`src/core/frame_seq_consts.vh`:
```
// constants for the linear array frame sequencer
`ifndef FRAME_SEQ_CONSTS_VH
`define FRAME_SEQ_CONSTS_VH
// command codes presented on cmd_code (decoded upstream)
`define CMD_CHIP_RESET      3'h1
`define CMD_START_INTEG     3'h2
`define CMD_WRITE_THRESHOLD 3'h3
`define CMD_ZEBRA_ALL_LOW   3'h4
`define CMD_ZEBRA_ODD_HIGH  3'h5
`define CMD_ZEBRA_EVEN_HIGH 3'h6
`define CMD_ZEBRA_ALL_HIGH  3'h7
// timing, clock 100 MHz
`define CLK_MHZ             100
`define FRAME_AVAIL_DELAY_US 20
`define ZEBRA_INTEG_US      10
// frame layout
`define TEMP_BYTE_POS       8'h06
`define RES_8BIT            2'h0
`define DARK_LEVEL          8'h10
`endif

```
`src/core/linear_array_frame_sequencer.v`:
```
// frame sequencer: integrate, convert, frame-ready and read-out stream
// Notes on behaviour
// - Every 8-bit read-out except all-low zebra puts the converted temperature in byte 6.
// - Reset puts all sequencing logic in a defined state first.
// - Integration starts only on a start-integration command, or on chip select after a zebra command.
// - After integration a conversion of at least the delay precedes ready.
// - Zebra test commands follow the same sequence as normal frames.
// - Zebra integration starts on chip-select rising edge, fixed time.
// - All-low zebra with 8-bit read-out gives a dark-level temp byte.
`include "frame_seq_consts.vh"
`default_nettype none
module linear_array_frame_sequencer #(
    parameter FRAME_BYTES = 8'h10,
    parameter CONV_CYCLES = `FRAME_AVAIL_DELAY_US * `CLK_MHZ,
    parameter ZEB_CYCLES  = `ZEBRA_INTEG_US * `CLK_MHZ
) (
    // clock and reset
    input  wire       ref_clk,
    input  wire       arst_n,
    // decoded command strobe
    input  wire       cmd_valid,
    input  wire [2:0] cmd_code,
    input  wire [15:0] integ_cycles,
    input  wire [1:0] resolution,
    input  wire       chip_select,
    // analog side
    input  wire [7:0] pixel_data,
    input  wire [7:0] temp_adc,
    // read-out stream
    input  wire       rd_req,
    output reg        out_valid_ff,
    output reg  [7:0] out_data_ff,
    input  wire       out_ready,
    // status
    output reg        frame_available_flag_ff,
    output reg        initialised_ff,
    output reg        cmd_error_ff
);
    localparam ST_IDLE  = 5'h01;
    localparam ST_ZWAIT = 5'h02;
    localparam ST_INTEG = 5'h04;
    localparam ST_CONV  = 5'h08;
    localparam ST_READ  = 5'h10;

    reg [4:0]  state_ff;
    reg [4:0]  nxt_state;
    reg [23:0] cnt_ff;
    reg [23:0] nxt_cnt;
    reg [7:0]  idx_ff;
    reg [1:0]  res_ff;
    reg        zero_ff;
    reg        cs_d_ff;
    reg [7:0]  buf_ff [0:1];
    reg        wp_ff;
    reg        rp_ff;
    reg [1:0]  cnt_buf_ff;
    wire       is_zebra;
    wire       buf_ready;
    wire       push;
    wire       pop;
    reg [7:0]  src_byte;
    // phase lengths are cut to the counter width on purpose
    wire [31:0] conv_full;
    wire [31:0] zeb_full;

    // chip reset is honoured in every phase, so it is decoded once
    function is_chip_reset;
        input       valid;
        input [2:0] code;
        begin
            is_chip_reset = valid && (code == `CMD_CHIP_RESET);
        end
    endfunction

    // shared by the integration and conversion countdowns
    function [23:0] dec_cnt;
        input [23:0] value;
        begin
            dec_cnt = value - 24'h000001;
        end
    endfunction

    assign is_zebra = (cmd_code == `CMD_ZEBRA_ALL_LOW) ||
                      (cmd_code == `CMD_ZEBRA_ODD_HIGH) ||
                      (cmd_code == `CMD_ZEBRA_EVEN_HIGH) ||
                      (cmd_code == `CMD_ZEBRA_ALL_HIGH);
    assign buf_ready = (cnt_buf_ff != 2'h2);
    assign push = (state_ff == ST_READ) && buf_ready;
    assign pop  = out_valid_ff && out_ready;
    assign conv_full = CONV_CYCLES;
    assign zeb_full  = ZEB_CYCLES;

    always @* begin
        if ((idx_ff == `TEMP_BYTE_POS) && (res_ff == `RES_8BIT)) begin
            src_byte = zero_ff ? `DARK_LEVEL : temp_adc;
        end else begin
            src_byte = pixel_data;
        end
    end

    always @* begin
        nxt_state = state_ff;
        nxt_cnt   = cnt_ff;
        case (state_ff)
            ST_IDLE: begin
                if (cmd_valid && initialised_ff &&
                    cmd_code == `CMD_START_INTEG) begin
                    nxt_state = ST_INTEG;
                    // the zero count is a cycle too: integ_cycles + 1 long
                    nxt_cnt   = {8'h00, integ_cycles};
                end else if (cmd_valid && initialised_ff && is_zebra) begin
                    nxt_state = ST_ZWAIT;
                end
            end
            ST_ZWAIT: begin
                // edge, not level: a select left high starts nothing
                if (chip_select && !cs_d_ff) begin
                    nxt_state = ST_INTEG;
                    nxt_cnt   = zeb_full[23:0];
                end
            end
            ST_INTEG: begin
                if (cnt_ff == 24'h000000) begin
                    nxt_state = ST_CONV;
                    nxt_cnt   = conv_full[23:0];
                end else begin
                    nxt_cnt = dec_cnt(cnt_ff);
                end
            end
            ST_CONV: begin
                if (cnt_ff <= 24'h000001) begin
                    nxt_state = ST_READ;
                end else begin
                    nxt_cnt = dec_cnt(cnt_ff);
                end
            end
            ST_READ: begin
                if (push && idx_ff == FRAME_BYTES - 8'h01) begin
                    nxt_state = ST_IDLE;
                end
            end
            default: nxt_state = ST_IDLE;
        endcase
        if (is_chip_reset(cmd_valid, cmd_code)) begin
            nxt_state = ST_IDLE;
        end
    end

    always @(posedge ref_clk or negedge arst_n) begin
        if (!arst_n) begin
            state_ff <= ST_IDLE;
            cnt_ff <= 24'h000000;
            idx_ff <= 8'h00;
            res_ff <= `RES_8BIT;
            zero_ff <= 1'b0;
            cs_d_ff <= 1'b0;
            wp_ff <= 1'b0;
            rp_ff <= 1'b0;
            cnt_buf_ff <= 2'h0;
            out_valid_ff <= 1'b0;
            out_data_ff <= 8'h00;
            frame_available_flag_ff <= 1'b0;
            initialised_ff <= 1'b0;
            cmd_error_ff <= 1'b0;
        end else begin
            state_ff <= nxt_state;
            cnt_ff <= nxt_cnt;
            cs_d_ff <= chip_select;
            if (is_chip_reset(cmd_valid, cmd_code)) begin
                initialised_ff <= 1'b1;
                cmd_error_ff <= 1'b0;
            end else if (cmd_valid && (!initialised_ff ||
                         state_ff != ST_IDLE)) begin
                cmd_error_ff <= 1'b1;
            end
            if (cmd_valid && state_ff == ST_IDLE && is_zebra) begin
                zero_ff <= (cmd_code == `CMD_ZEBRA_ALL_LOW);
            end else if (cmd_valid && cmd_code == `CMD_START_INTEG) begin
                zero_ff <= 1'b0;
            end
            // ready rises when conversion is done, drops on new work
            if (nxt_state == ST_READ && state_ff == ST_CONV) begin
                frame_available_flag_ff <= 1'b1;
                res_ff <= resolution;
                idx_ff <= 8'h00;
            end else if (nxt_state == ST_INTEG || nxt_state == ST_ZWAIT ||
                         is_chip_reset(cmd_valid, cmd_code)) begin
                frame_available_flag_ff <= 1'b0;
            end
            if (push && !is_chip_reset(cmd_valid, cmd_code)) begin
                buf_ff[wp_ff] <= src_byte;
                wp_ff <= ~wp_ff;
                idx_ff <= idx_ff + 8'h01;
            end
            // two-entry buffer: stall by receiver never drops a byte
            if (pop) begin
                rp_ff <= ~rp_ff;
            end
            case ({push, pop})
                2'b10: cnt_buf_ff <= cnt_buf_ff + 2'h1;
                2'b01: cnt_buf_ff <= cnt_buf_ff - 2'h1;
                default: cnt_buf_ff <= cnt_buf_ff;
            endcase
            // pop of the last entry idles a cycle: short path, small rate cost
            if (pop || !out_valid_ff) begin
                if (cnt_buf_ff - (pop ? 2'h1 : 2'h0) != 2'h0) begin
                    out_valid_ff <= 1'b1;
                    out_data_ff <= buf_ff[pop ? ~rp_ff : rp_ff];
                end else begin
                    out_valid_ff <= 1'b0;
                end
            end
        end
    end
endmodule
`default_nettype wire

```
`config.mk`:
```
export PLATFORM = sky130hd
export DESIGN_NAME = linear_array_frame_sequencer
export DESIGN_NICKNAME = d
export VERILOG_FILES = /design/src/core/linear_array_frame_sequencer.v
export VERILOG_INCLUDE_DIRS = /design/src /design/src/core
export SDC_FILE = /design/constraint.sdc
export NUM_CORES = 1
export LEC_CHECK = 0
export BUFFER_PORTS_ARGS = -buffer_cell sky130_fd_sc_hd__buf_2
export CAP_MARGIN = 5
export CORE_AREA = 2 2 102 104
export DETAILED_ROUTE_END_ITERATION = 6
export DIE_AREA = 0 0 104 106
export GPL_TIMING_DRIVEN = 0
export SLEW_MARGIN = 40
export SYNTH_ARGS = -nofsm -noshare
export SYNTH_HDL_FRONTEND = slang
export SYNTH_SLANG_ARGS = --single-unit
```
`constraint.sdc`:
```
create_clock -name ref_clk -period 3.3 [get_ports ref_clk]
set_input_delay 0.33 -clock ref_clk [delete_from_list [all_inputs] [get_ports ref_clk]]
set_output_delay 0.33 -clock ref_clk [all_outputs]
set_load 0.01 [all_outputs]
```
==> impl_metrics.ini <==
[cts]
h-tree-depth = 3
cts_tree = done
cts_sinks = 73
post_cts_buffers = 0
clock_latency_ns = 0.36
cts.root.buffer_cell = clkbuf_8
ctsLongestPathBuffers = 2
cts_buffers = 9
clk_pin_slew_worst_paths_ns = 0.08

[final_layout]
stdcell_area_um2 = 4560
final_common_cell = dfrtp_1
drive_gt1_frac = 0.173
most-common-layout-cells = dfrtp_1 (56), buf_2 (55), nand2_1 (48), o21ai_0 (36), nor2_1 (32)
nets = 523
n_antenna_cell = 0
nFillCells = 1007
utilization = 0.456
fin_cells = 615
synthToLayoutAreaGrowth_pct = 16.8

[floorplanning]
rows = 37
die_width_um = 104
ios = 55
initial_core_util = 0.390
core-area_um2 = 10000
die_area_um2 = 11000
fp.dieH_um = 106

[sta]
maxSlewViolCount = 0
tns_ns = 0
hold_viol = 0
grt_setup_unrepaired = false
setup_violations = 0
min_period_ns = 2.60
clock.fmax_mhz = 384
timing.hold.ws_ns = 0.0903
worst_slew_pin_slew_ns = 0.740
fin_skew_ns = 0.0108
slew_headroom = 0.503
finalCritPeriodShare = 0.788

[power_and_ir_drop]
ir_drop_uv = 260
p_leak_nw = 2.01
p_per_area_nw_per_um2 = 692

[route]
vias = 3316
route.detailed.drc = 0
routed_wl_um = 9300
ant_nets = 0
drt_first_pass_iters = 4
viasPerCell = 5.39
drt-initial-drc-count = 178
routedWlPerCell_um = 15.1

[yosys]
ys_seq_area_frac = 0.489
synth.area.mux_share = 0.0263
synthAdderAreaFrac = 0.0192
syn-instance-count = 409
yosysWarnings = 0
synth.distinct_cells = 64
synth_seq_cells = 73
synthSimpleGateAreaFrac = 0.215
synth_compound_area_frac = 0.201
async_flop_share = 0.781
synth_fp_nets = 458
synth_area_per_cell_um2 = 9.54
syn-cell-area_um2 = 3900
synth_xor_area_frac = 0.0202
synth_top_family_by_area = simple AND/OR/NAND/NOR gates
synth-edff-count = 16
synthFlopType = dfrtp_1

[grt]
grt_max_degree = 60
track_usage = 0.176
grt_pass1_wl_um = 15400
grt_pass1_vias = 3146
grt-ovfl-total = 0
grt_antenna_before_repair = 0

[place]
gp_congestion = 0.835
hpwl_um = 6710
io_buffer_count = 53
placed_cell_area_um2 = 4350
place_inst = 598

[run]
cap_violations = 0

[worst_setup_path]
cp-start-kind = register
critPathRequiredTime_ns = 3.53
critical_path.max_fanout = 10
critPathArrivalTime_ns = 2.83
rr_worst_depth = 8
critPathKind = register to register
end_kind = register

[status]
status = completed

[min_path]
holdCritPathClass = primary input to register
whs_path_depth = 1
## Yosys cell counts (5+ instances only)
cell / n / area (µm²)
inv_1: 15 / 56.3
nor2_1: 32 / 120
and3_1: 9 / 56.3
edfxtp_1: 16 / 480
o21ai_0: 36 / 180
dfrtp_1: 56 / 1400
ha_1: 6 / 75.1
a21o_1: 5 / 37.5
a31oi_1: 14 / 87.6
xnor2_1: 5 / 43.8
nand3_1: 15 / 75.1
nand4_1: 6 / 37.5
nand2b_1: 11 / 68.8
mux2i_1: 8 / 80.1
or3_1: 5 / 31.3
nand2_1: 48 / 180
nor3_1: 11 / 55.1
clkbuf_1: 12 / 45.0
a21oi_1: 18 / 90.1
## final timing paths
kind,start,endpoint,slack (ns)
hold / removal,chip_select,cs_d_ff$_DFF_PN0_,0.09
min in group asynchronous,arst_n,out_data_ff[2]$_DFFE_PN0P_,0.49
setup / recovery,state_ff[1]$_DFF_PN0_,cnt_ff[3]$_DFFE_PN0P_,0.70
max in group asynchronous,arst_n,state_ff[2]$_DFF_PN0_,2.40
setup reg to reg,state_ff[1]$_DFF_PN0_,cnt_ff[3]$_DFFE_PN0P_,0.70
hold reg to reg,out_data_ff[5]$_DFFE_PN0P_,out_data_ff[5]$_DFFE_PN0P_,0.47
## layer usage
layer,vias to the layer above,GRT usage,part of all wire
met1,1609,0.231,0.48
li1,1646,-,-
met3,9,0.0423,0.033
met4,0,0.0579,0.012
met2,52,0.286,0.48
met5,-,0,0
## sequential cells by signal, indices dropped and copies added, names as in the netlist, 2 cells and up
name         count
buf_ff          16
cnt_buf_ff       2
cnt_ff          24
idx_ff           8
out_data_ff      8
res_ff           2
state_ff         5
## worst max-delay path, stage by stage, from the launching register on
cell	delay [ns]
dfrtp_1	0.45
nor4_1	0.34
nand4_1	0.18
a31oi_1	0.31
and2_0	0.17
clkbuf_1	0.24
clkbuf_1	0.44
o21ai_0	0.18
o2bb2ai_1	0.15
## metrics by stage
step / power [W] / setup WS [ns]
detailed placement: 0.00245 / 0.716
CTS: 0.00317 / 0.701
floorplan: 0.00212 / 1.09
global placement: 0.00241 / 0.716
finish: 0.00315 / 0.699
global route: 0.00339 / 0.463
## layout make-up
class                      count  area [µm²]  area share
buffer                        15        60.1      0.0132
clock buffer                  11         131      0.0288
multi-input combinational    306        1890       0.414
sequential                    73        1910       0.419
inverter                      15        56.3      0.0124
timing repair buffer          54         282      0.0618
tap                          136         170      0.0373
clock inverter                 5        63.8      0.0140
## logic make-up (layout without fill, tap and decap cells)
kind of cell / after synthesis / in the layout
muxes: 10 / 10
buffers and inverters: 30 / 100
DFF: 73 / 73
AOI/OAI and AO/OA: 118 / 118
xor gates and xnor gates: 9 / 9
and+or+nand+nor: 163 / 163
adders and majority gates: 6 / 6
## timing repair
item,in CTS,in global routing
hold endpoints to repair,0,56
hold buffers,0,1
gates resized for setup,0,0
## power breakdown
part           internal (W)  switching [W]
Clock              0.000357       0.000363
Combinational      0.000438       0.000617
Sequential          0.00115       0.000228
(Power assumes the default switching activity.)
